### src/rtl/cmc_pkg.sv
/*
 * Constants and carrier types for the CAN mode and interrupt control block.
 * Assumes a single 100 MHz system clock and plain-port register access.
 */
`default_nettype none
package cmc_pkg;
    // Clock period in ns
    localparam int CLK_PERIOD_NS = 10;
    // Init handshake delay, bus plus CAN clocks
    localparam int INIT_SYNC_BUS_CLKS = 2;
    localparam int INIT_SYNC_CAN_CLKS = 3;
    localparam int INIT_SYNC_CYCLES = INIT_SYNC_BUS_CLKS + INIT_SYNC_CAN_CLKS;
    // Fixed recovery delay after unplanned power-down
    localparam int RECOVERY_CYCLES = 8;
    // Wake-up glitch filter: shortest accepted dominant time
    localparam int WAKE_FILTER_NS = 100;
    localparam int WAKE_FILTER_CYCLES =
        (WAKE_FILTER_NS + CLK_PERIOD_NS - 1) / CLK_PERIOD_NS;
    // Flag and enable bit positions
    localparam int FLAG_WAKE = 0;
    localparam int FLAG_STATUS = 1;
    localparam int FLAG_OVERRUN = 2;
    localparam int FLAG_RXFULL = 3;
    localparam int FLAG_TXE0 = 4;
    localparam int FLAG_COUNT = 7;
    // Flag defaults: transmit buffers empty, rest clear
    localparam logic [6:0] FLAG_RESET = 7'h70;
    localparam logic [6:0] ENABLE_RESET = 7'h00;
    // Operating modes
    typedef enum logic [2:0] {
        MODE_NORMAL, MODE_SLEEP, MODE_INIT, MODE_POWERDOWN, MODE_RECOVER
    } cmc_mode_t;
    // Control word written by software
    typedef struct packed {
        logic initRequest;
        logic sleepRequest;
        logic wakeupEnable;
        logic stopInWait;
        logic wakeupFilterMode;
    } cmc_ctrl_t;
    // Error state report from the protocol engine
    typedef struct packed {
        logic [1:0] txState;
        logic [1:0] rxState;
    } cmc_errstate_t;
endpackage : cmc_pkg
`default_nettype wire

### src/rtl/cmc_mode_irq.sv
/*
 * Mode sequencing (init, sleep, power-down, recovery), wake-up detection
 * and flag/interrupt handling for a CAN controller.
 * Assumes all inputs synchronous to sys_clk; write ports are 1-cycle pulses.
 */
`default_nettype none
module cmc_mode_irq (
    input wire logic sys_clk,
    input wire logic rst_b,
    input wire logic moduleEnable,
    input wire logic cpuStop,
    input wire logic cpuWait,
    input wire logic ctlWrite,
    input wire cmc_pkg::cmc_ctrl_t ctlData,
    input wire logic ierWrite,
    input wire logic [6:0] ierData,
    input wire logic flagClear,
    input wire logic [6:0] flagClearMask,
    input wire logic [2:0] txBufEmpty,
    input wire logic rxShifted,
    input wire logic overrunEvent,
    input wire logic errChange,
    input wire cmc_pkg::cmc_errstate_t errState,
    input wire logic busIdle,
    input wire logic bus_rx_pin,
    input wire logic engineTxBit,
    output logic bus_tx_pin,
    output logic engineHalt,
    output logic clocksRunning,
    output logic cfgWriteEnable,
    output cmc_pkg::cmc_ctrl_t ctrlState,
    output logic init_acknowledge,
    output logic sleep_acknowledge,
    output logic powerDown,
    output logic [6:0] flags,
    output logic [6:0] irqEnables,
    output cmc_pkg::cmc_errstate_t errStateOut,
    output logic wakeupIrq,
    output logic errorIrq,
    output logic rxIrq,
    output logic txIrq
);
    import cmc_pkg::*;

    // Mode group state
    cmc_mode_t modeReg, modeNext;
    cmc_ctrl_t ctrlReg, ctrlNext;
    logic [2:0] syncCntReg, syncCntNext; // Init handshake delay
    logic [3:0] recCntReg, recCntNext; // Recovery delay
    logic [3:0] lowCntReg, lowCntNext; // Dominant duration
    logic sleptReg, sleptNext; // Sleeping before power-down
    logic txPinNext;
    logic wakeSet; // Wake event this cycle
    logic pdReq;

    // Flag group state
    logic [6:0] flagReg, flagNext;
    logic [6:0] ierReg, ierNext;
    logic [6:0] setVec;
    cmc_errstate_t errReg, errNext;
    logic wIrqNext, eIrqNext, rIrqNext, tIrqNext;

    // Power-down request from CPU state
    assign pdReq = cpuStop | (cpuWait & ctrlReg.stopInWait);

    // Mode sequencing and control bits
    always_comb
    begin
        modeNext = modeReg;
        ctrlNext = ctrlReg;
        syncCntNext = syncCntReg;
        recCntNext = recCntReg;
        lowCntNext = lowCntReg;
        sleptNext = sleptReg;
        wakeSet = 1'b0;
        // Dominant-time counter, saturating
        if (bus_rx_pin)
            lowCntNext = 4'h0;
        else if (lowCntReg != 4'hf)
            lowCntNext = lowCntReg + 4'h1;
        // Wake on dominant, filtered when asked
        if (ctrlReg.wakeupEnable && !bus_rx_pin &&
            (!ctrlReg.wakeupFilterMode ||
             lowCntReg >= 4'(WAKE_FILTER_CYCLES - 1)))
        begin
            // Sleep, or power-down entered from sleep
            if (modeReg == MODE_SLEEP)
                wakeSet = 1'b1;
            else if (modeReg == MODE_POWERDOWN && sleptReg &&
                     ierReg[FLAG_WAKE])
                wakeSet = 1'b1;
        end
        // Software control write
        if (ctlWrite)
        begin
            ctrlNext.wakeupEnable = ctlData.wakeupEnable;
            ctrlNext.stopInWait = ctlData.stopInWait;
            ctrlNext.wakeupFilterMode = ctlData.wakeupFilterMode;
            // Sleep request clears only once sleep is active
            if (ctlData.sleepRequest || modeReg == MODE_SLEEP)
                ctrlNext.sleepRequest = ctlData.sleepRequest;
            // Init request clears only once init is active
            if (ctlData.initRequest || modeReg == MODE_INIT)
                ctrlNext.initRequest = ctlData.initRequest;
        end
        // Wake-up drops the sleep request
        if (wakeSet)
            ctrlNext.sleepRequest = 1'b0;
        if (!moduleEnable)
        begin
            // Clocks stopped: everything holds
            modeNext = modeReg;
            ctrlNext = ctrlReg;
            lowCntNext = lowCntReg;
            wakeSet = 1'b0;
        end
        else if (modeReg == MODE_POWERDOWN)
        begin
            // Leave when CPU resumes; recover if not sleeping before
            if (!pdReq)
            begin
                if (!sleptReg)
                    modeNext = MODE_RECOVER;
                else if (ctrlNext.sleepRequest)
                    modeNext = MODE_SLEEP;
                else
                    modeNext = MODE_NORMAL;
                recCntNext = 4'h0;
            end
        end
        else if (pdReq)
        begin
            // Abrupt entry from any running mode
            modeNext = MODE_POWERDOWN;
            sleptNext = (modeReg == MODE_SLEEP);
        end
        else
        begin
            case (modeReg)
                MODE_INIT:
                begin
                    // Sleep, wake-up and stop-in-wait bits back to defaults; filter mode and request kept
                    ctrlNext.sleepRequest = 1'b0;
                    ctrlNext.wakeupEnable = 1'b0;
                    ctrlNext.stopInWait = 1'b0;
                    if (!ctrlReg.initRequest)
                        modeNext = MODE_NORMAL;
                end
                MODE_RECOVER:
                begin
                    // Fixed internal restart delay
                    if (recCntReg == 4'(RECOVERY_CYCLES - 1))
                        modeNext = MODE_NORMAL;
                    else
                        recCntNext = recCntReg + 4'h1;
                end
                MODE_NORMAL, MODE_SLEEP:
                begin
                    if (ctrlReg.initRequest)
                    begin
                        // Handshake delay before all parts halt
                        if (syncCntReg == 3'(INIT_SYNC_CYCLES - 1))
                        begin
                            modeNext = MODE_INIT;
                            syncCntNext = 3'h0;
                        end
                        else
                            syncCntNext = syncCntReg + 3'h1;
                    end
                    else if (modeReg == MODE_SLEEP)
                    begin
                        if (!ctrlNext.sleepRequest)
                            modeNext = MODE_NORMAL;
                    end
                    // Sleep once bus idle and no transmit pending
                    else if (ctrlReg.sleepRequest && busIdle &&
                             &txBufEmpty)
                        modeNext = MODE_SLEEP;
                end
                default: modeNext = MODE_NORMAL;
            endcase
        end
        // Transmit pin recessive whenever the next mode is not normal
        txPinNext = (modeNext == MODE_NORMAL) ? engineTxBit : 1'b1;
    end

    // Mode group registers and registered outputs
    always_ff @(posedge sys_clk or negedge rst_b)
    begin
        if (!rst_b)
        begin
            // Out of reset the block sits in init mode
            modeReg <= MODE_INIT;
            ctrlReg <= '{initRequest: 1'b1, default: 1'b0};
            syncCntReg <= 3'h0;
            recCntReg <= 4'h0;
            lowCntReg <= 4'h0;
            sleptReg <= 1'b0;
            bus_tx_pin <= 1'b1;
            engineHalt <= 1'b1;
            clocksRunning <= 1'b0;
            cfgWriteEnable <= 1'b1;
            init_acknowledge <= 1'b1;
            sleep_acknowledge <= 1'b0;
            powerDown <= 1'b0;
        end
        else
        begin
            modeReg <= modeNext;
            ctrlReg <= ctrlNext;
            syncCntReg <= syncCntNext;
            recCntReg <= recCntNext;
            lowCntReg <= lowCntNext;
            sleptReg <= sleptNext;
            bus_tx_pin <= txPinNext;
            engineHalt <= (modeNext != MODE_NORMAL) || !moduleEnable;
            clocksRunning <= moduleEnable &&
                             (modeNext != MODE_POWERDOWN);
            cfgWriteEnable <= (modeNext == MODE_INIT);
            init_acknowledge <= (modeNext == MODE_INIT);
            sleep_acknowledge <= (modeNext == MODE_SLEEP);
            powerDown <= (modeNext == MODE_POWERDOWN);
        end
    end

    assign ctrlState = ctrlReg;

    // Flag set sources
    assign setVec = {~txBufEmpty == 3'h0 ? 3'h7 : txBufEmpty,
                     rxShifted, overrunEvent, errChange, wakeSet};

    // One write-one-to-clear flag per bit
    genvar gi;
    generate
        for (gi = 0; gi < FLAG_COUNT; gi++)
        begin : g_flag
            // Set wins; clear only on a one and absent condition
            assign flagNext[gi] =
                (modeNext == MODE_INIT) ? FLAG_RESET[gi] :
                (!moduleEnable || modeReg == MODE_POWERDOWN) ?
                    (flagReg[gi] | (moduleEnable & setVec[gi])) :
                setVec[gi] | (flagReg[gi] &
                    ~(flagClear & flagClearMask[gi]));
        end
    endgenerate

    // Enables, error status and interrupt lines
    always_comb
    begin
        ierNext = ierReg;
        errNext = errReg;
        if (ierWrite)
            ierNext = ierData;
        if (errChange)
            errNext = errState;
        if (modeNext == MODE_INIT)
            ierNext = ENABLE_RESET;
        // Each source gated by its own enables
        wIrqNext = flagNext[FLAG_WAKE] & ierNext[FLAG_WAKE];
        eIrqNext = |(flagNext[2:1] & ierNext[2:1]);
        rIrqNext = flagNext[FLAG_RXFULL] & ierNext[FLAG_RXFULL];
        tIrqNext = |(flagNext[6:4] & ierNext[6:4]);
    end

    // Flag group registers
    always_ff @(posedge sys_clk or negedge rst_b)
    begin
        if (!rst_b)
        begin
            flagReg <= FLAG_RESET;
            ierReg <= ENABLE_RESET;
            errReg <= '0;
            wakeupIrq <= 1'b0;
            errorIrq <= 1'b0;
            rxIrq <= 1'b0;
            txIrq <= 1'b0;
        end
        else
        begin
            flagReg <= flagNext;
            ierReg <= ierNext;
            errReg <= errNext;
            wakeupIrq <= wIrqNext;
            errorIrq <= eIrqNext;
            rxIrq <= rIrqNext;
            txIrq <= tIrqNext;
        end
    end

    assign flags = flagReg;
    assign irqEnables = ierReg;
    assign errStateOut = errReg;
endmodule : cmc_mode_irq
`default_nettype wire

### config.mk
export PLATFORM = sky130hd
export DESIGN_NAME = cmc_mode_irq
export DESIGN_NICKNAME = d
export VERILOG_FILES = /design/src/rtl/cmc_pkg.sv /design/src/rtl/cmc_mode_irq.sv
export SDC_FILE = /design/constraint.sdc
export NUM_CORES = 1
export LEC_CHECK = 0
export BUFFER_PORTS_ARGS = -buffer_cell sky130_fd_sc_hd__buf_4
export CORE_MARGIN = 2
export CORE_UTILIZATION = 51
export DETAILED_ROUTE_END_ITERATION = 7
export PLACE_DENSITY_LB_ADDON = 0.12
export SYNTH_ARGS = -nofsm -noshare
export SYNTH_HDL_FRONTEND = slang
export SYNTH_SLANG_ARGS = --single-unit
### constraint.sdc
create_clock -name sys_clk -period 2.8 [get_ports sys_clk]
set_input_delay 0.56 -clock sys_clk [delete_from_list [all_inputs] [get_ports sys_clk]]
set_output_delay 0.56 -clock sys_clk [all_outputs]
set_load 0.02 [all_outputs]
After elaboration in Yosys (flattened, before gate mapping):

Index checks and enable logic that the tools add are counted.

* register bits after elaboration: 48
* bits in latches: 0
* memory bits (writable): 0
* memory bits (read-only): 0
* logic and storage cells: 172
* memories kept: 0

* add/sub/neg operators: 3
* multiply operators: 0
* div/mod/pow operators: 0
* magnitude comparators: 1
* eq/ne operators: 12
* shifts and indexed selects: 0
* mux-type cells: 50
* bitwise logic cells: 51
* reduce and logical (&&, ||, !) cells: 31

Operator list (count)
* $mux W3: 17
* $mux W4: 8
* $and A1 B1 Y1: 24
* $mux W1: 22
* $or A1 B1 Y1: 15
* $mux W7: 2
* $eq A3 B2 Y1 const B: 4
* $logic_not A3 Y1: 3
* $not A1 Y1: 9
* $pmux W3 S3: 1
* $reduce_and A3 Y1: 3
* $add A4 B1 Y4 const B: 2
* $logic_and A1 B1 Y1: 7
* $eq A3 B1 Y1 const B: 2
* $eq A3 B3 Y1 const B: 2
* $logic_or A1 B1 Y1: 5
* $reduce_and A5 Y1: 1
* $eq A4 B3 Y1 const B: 1
* $ge A4 B4 Y1 const B: 1
* $ne A4 B4 Y1 const B: 1
* $reduce_and A2 Y1: 2
* $reduce_and A4 Y1: 1
* $reduce_bool A2 Y1: 2
* $reduce_or A2 Y1: 2
* other kinds (9): 11

Depth between registers and ports, before layout:

* depth in word-level cells: 18
* mapped depth: 8
* depth with buffers taken out: 8

Least setup slack after synthesis:

Ideal clock, no wire load.

* path type: register to register
* from: reg lowCntReg[0]
* to: reg errorIrq
* library setup time: 0.134 ns
* arrival time: 2.048 ns
* slack: 0.618 ns
* stages on the path, launching flop included: 9
* path buffers: 1
* cells stage by stage: dfrtp_1 -> inv_1 -> ha_1 -> and4bb_2 -> nor4_4 -> o32ai_1 -> a2111oi_4 -> buf_6 -> nor3_1

* longest elaborated chain between the ends: 16

Ends and longest elaborated chain
* from (decl): RTL line cmc_mode_irq.sv:50 `logic [3:0] lowCntReg, lowCntNext;`
* from (signal assigned): RTL line cmc_mode_irq.sv:213 `lowCntReg <= lowCntNext;`
* $ge A4 B4 Y1 *: RTL line cmc_mode_irq.sv:84 `lowCntReg >= 4'(WAKE_FILTER_CYCLES - 1)))`
* $logic_or A1 B1 Y1 *: RTL line cmc_mode_irq.sv:83 `(!ctrlReg.wakeupFilterMode ||`
* $logic_and A1 B1 Y1 *: RTL line cmc_mode_irq.sv:82 `if (ctrlReg.wakeupEnable && !bus_rx_pin &&`
* $mux W1 *: RTL line cmc_mode_irq.sv:82
* $mux W1 *: RTL line cmc_mode_irq.sv:107 `if (wakeSet)`
* $mux W3: RTL line cmc_mode_irq.sv:172 `if (!ctrlNext.sleepRequest)`
* $mux W3: RTL line cmc_mode_irq.sv:170 `else if (modeReg == MODE_SLEEP)`
* $mux W3: RTL line cmc_mode_irq.sv:159 `if (ctrlReg.initRequest)`
* $pmux W3 S3: RTL line cmc_mode_irq.sv:139 `case (modeReg)`
* $mux W3: RTL line cmc_mode_irq.sv:131 `else if (pdReq)`
* $mux W3 *: RTL line cmc_mode_irq.sv:117 `else if (modeReg == MODE_POWERDOWN)`
* $mux W3 *: RTL line cmc_mode_irq.sv:109 `if (!moduleEnable)`
* $eq A3 B2 Y1 *: RTL line cmc_mode_irq.sv:239, cmc_mode_irq.sv:256
* $mux W1 or $mux W7 (tied branches): RTL line cmc_mode_irq.sv:239, cmc_mode_irq.sv:256
* $and A2 B2 Y2 *: RTL line cmc_mode_irq.sv:260 `eIrqNext = |(flagNext[2:1] & ierNext[2:1]);`
* $reduce_or A2 Y1 *: RTL line cmc_mode_irq.sv:260
* via eIrqNext: RTL line cmc_mode_irq.sv:61 `logic wIrqNext, eIrqNext, rIrqNext, tIrqNext;`
* to (signal assigned): RTL line cmc_mode_irq.sv:284 `errorIrq <= eIrqNext;`
* to (decl): RTL line cmc_mode_irq.sv:39 `output logic errorIrq,`

Mark *: on every way through the listed nets, which the timed path passes. The rest lies on a longest branch.
A chain may end at the register's enable or synchronous reset.

Worst setup path after layout:

* from: reg modeReg[1]
* to: reg rxIrq

* longest elaborated chain between the ends: 17

Ends and longest elaborated chain
* from (decl): RTL line cmc_mode_irq.sv:46 `cmc_mode_t modeReg, modeNext;`
* from (signal assigned): RTL line cmc_mode_irq.sv:209 `modeReg <= modeNext;`
* $eq A3 B2 Y1: RTL line cmc_mode_irq.sv:89, cmc_mode_irq.sv:117, cmc_mode_irq.sv:240
* $logic_and A1 B1 Y1 (2 in series): RTL line cmc_mode_irq.sv:89 `else if (modeReg == MODE_POWERDOWN && sleptReg &&`
* $mux W1: RTL line cmc_mode_irq.sv:89
* $mux W1: RTL line cmc_mode_irq.sv:87 `if (modeReg == MODE_SLEEP)`
* $mux W1: RTL line cmc_mode_irq.sv:82
* $mux W1: RTL line cmc_mode_irq.sv:107
* $mux W3: RTL line cmc_mode_irq.sv:172
* $mux W3: RTL line cmc_mode_irq.sv:170
* $mux W3: RTL line cmc_mode_irq.sv:159
* $pmux W3 S3: RTL line cmc_mode_irq.sv:139
* $mux W3: RTL line cmc_mode_irq.sv:131
* $mux W3: RTL line cmc_mode_irq.sv:117
* $mux W3: RTL line cmc_mode_irq.sv:109
* $eq A3 B2 Y1: RTL line cmc_mode_irq.sv:239, cmc_mode_irq.sv:256
* $mux W1 or $mux W7 (tied branches): RTL line cmc_mode_irq.sv:239, cmc_mode_irq.sv:256
* $and A1 B1 Y1 *: RTL line cmc_mode_irq.sv:261 `rIrqNext = flagNext[FLAG_RXFULL] & ierNext[FLAG_RXFULL];`
* via rIrqNext: RTL line cmc_mode_irq.sv:61
* to (signal assigned): RTL line cmc_mode_irq.sv:285 `rxIrq <= rIrqNext;`
* to (decl): RTL line cmc_mode_irq.sv:40 `output logic rxIrq,`

Marked as above.

==> out/metrics.csv <==
stage,metric,value,unit
logic_synthesis,synth_edf_count,0,
timing,tightestPinTransition,761.2,ps
placed_design,port_buffers,73,
clock_network,htree_levels,2,
final_layout,drive_above_1_share,37.50,%
route,drc_errors,0,
floorplan,dieArea,0.005260,sq mm
clock_network,cts_tree,yes,
clock_network,cts_buffers,5,
final_layout,final_cells,348,
setup_path,worstSetupStartpointType,flip-flop,
global_routing,gr-total-overflow,0,
logic_synthesis,synthArstFlopShare,100.0,%
timing,final-setup-viol-count,0,
placed_design,dp_cells,340,
setup_path,critPathMaxFanout,18,
timing,slew_viol_final,0,
logic_synthesis,synth.largest_area_cell,dfrtp_1,
power_and_ir_drop,leakage,1.437,nW
logic_synthesis,syn_nets,269,
run_status,outcome,finished clean,
clock_network,clockBufferDepth,2,
timing,max_freq,0.4189,GHz
logic_synthesis,ys_types,53,
route,route.vias.total,1964,
power_and_ir_drop,p_per_area,733.7,mW/mm^2
timing,maxSlewHeadroom,48.87,%
logic_synthesis,yosys_warnings,0,
clock_network,clk_latency,300,ps
final_layout,nNetsFinal,341,
timing,fin_skew,7.065,ps
floorplan,die_h,72.53,um
clock_network,cts.sinks,48,
placed_design,place_area,0.002975,sq mm
timing,hold_viol,0,
setup_path,cp-end-kind,flip-flop,
clock_network,cts_setup_buffers,0,
global_routing,grtUsageTotal,21.99,%
placed_design,dp_hpwl,4051,um
power_and_ir_drop,vdd_drop_max,0.0004028,V
route,drtIter0Drc,96,
timing,fin_crit_sh,85.26,%
global_routing,grt_pass1_wl,8942,um
timing,rsz0062_at_grt,no,
logic_synthesis,ys_ff_latch,48,
route,viasPerCell,5.644,
run,max_cap_violations,0,
setup_path,critPathKind,reg -> reg,
logic_synthesis,syn_area,0.002395,sq mm
logic_synthesis,synth.area.top_cells,"dfrtp_1 (42%), dfstp_2 (8.8%), mux2_2 (4.2%)",
clock_network,clkSlewWorstSetupHoldPaths,80,ps
timing,post-route-min-period,2387,ps
setup_path,r2r_slack,410,ps
logic_synthesis,netlist.area_leader.share,41.80,%
global_routing,grt_pass1_vias,1955,
setup_path,cp.required,2990,ps
clock_network,root_buffer,clkbuf_8,
clock_network,post_cts_resized,0,
logic_synthesis,syn_inst,223,
final_layout,design_area,0.003083,sq mm
route,avgRoutedWirePerCell,15.77,um
final_layout,post-route-util,69.37,%
floorplan,placementRows,24,
placed_design,gp_congestion,0.8028,
floorplan,io_pins,74,
route,first_pass_iters,4,
timing,fin_tns_setup,0,ps
logic_synthesis,avgSynthCellArea,10.74,sq um
final_layout,area_growth,28.74,%
logic_synthesis,ys_seq_area_share,50.57,%
global_routing,grt_max_degree,49,
route,wirelength,5487,um
route,ant_nets,0,
global_routing,antenna_found_initial,0,
floorplan,start_util,53.89,%
hold_path,hp-class,in -> async,
setup_path,arrival,2570,ps
logic_synthesis,yosys_most_used_dff,dfrtp_1,
floorplan,die_x,72.53,um
floorplan,core,0.004444,sq mm
clock_network,cts_hold_buf,0,
final_layout,num_antenna_cells,0,
cells in the mapped netlist, types with 3 or more instances:
library cell   n
mux2i_1        4
dfstp_2        8
clkbuf_1       6
a21oi_1       12
nor3_1        14
nor3b_1        4
ha_1           6
o21ai_0       16
nand2b_1       4
or3_1          3
a22oi_1        5
dfrtp_1       40
or2_2          3
mux2_2         9
nand3_1       14
nor2_1         9
a22o_1         4
inv_1          8
nand2_1       11
through the flow:
step / power, mW / hold WS, ps / setup WS [ps]
finish: 2.262 / 266.9 / 412.8
detailed placement: 1.798 / 482.2 / 436.7
global route: 2.399 / 308.5 / 263.7
floorplan: 1.465 / 264.4 / 617.8
CTS: 2.280 / 283.4 / 416.4
global placement: 1.777 / 473.3 / 485.6
power breakdown:
part / leakage, nW / switching, mW / internal, mW
registers: 0.581 / 0.127 / 0.856
clock network: 0.0552 / 0.213 / 0.265
logic: 0.801 / 0.433 / 0.368
worst max-delay path, cell delays in order (launching register included):
cell	delay [ps]
dfstp_2	630
a21boi_0	360
nor4_4	80
o32ai_1	500
a2111oi_4	130
buf_4	220
nor4b_1	350
state kept, by name, summed over array words and instances, names as in the netlist, 3 cells and up:
register and cells:
ctrlState 5, errStateOut 4, flags 7, irqEnables 7, lowCntReg 4, modeReg 3, recCntReg 4, syncCntReg 3
cell families after synthesis:
group,synth area share (%)
AO/OA/AOI/OAI,15.73
multiplexers,5.904
buffers and inverters,3.866
AND/OR/NAND/NOR,20.79
adder cells (fa/ha/maj),3.135
flip-flops,50.57
final cells by class:
type	instances	area, sq um
clock buffer	6	72.57
fill	357	1361
sequential	48	1211
timing repair buffer	77	578.1
tap	52	65.06
clock inverter	2	35.03
inverter	8	30.03
multi-input combinational	155	1091
metal layers:
metal | vias to the layer above | share of wire, % | GRT usage, %
li1 | 963 | - | -
met1 | 932 | 44 | 30.10
met2 | 60 | 49 | 35.15
met3 | 9 | 5.3 | 4.444
met4 | 0 | 1.7 | 7.407
met5 | - | 0 | 0
cell usage in the layout, fill, tap and decap left out, types with 6 or more instances in the layout:
| master | count |
|---|---|
| nand3_1 | 14 |
| mux2_2 | 9 |
| nor3_1 | 14 |
| buf_4 | 77 |
| inv_1 | 8 |
| nand2_1 | 11 |
| a21oi_1 | 12 |
| dfstp_2 | 8 |
| ha_1 | 6 |
| nor2_1 | 9 |
| o21ai_0 | 16 |
| dfrtp_1 | 40 |
path summary, 6_finish.rpt:
| path | startpoint | depth (start not counted) | endpoint |
|---|---|---|---|
| min | rst_b | 1 | syncCntReg[2] |
| max reg2reg | modeReg[1] | 6 | rxIrq |
| max | modeReg[1] | 6 | rxIrq |
| min reg2reg | recCntReg[3] | 1 | recCntReg[3] |
| min in group sys_clk | bus_rx_pin | 2 | lowCntReg[1] |
| max in group asynchronous | rst_b | 1 | powerDown |
(Power assumes the default switching activity.)
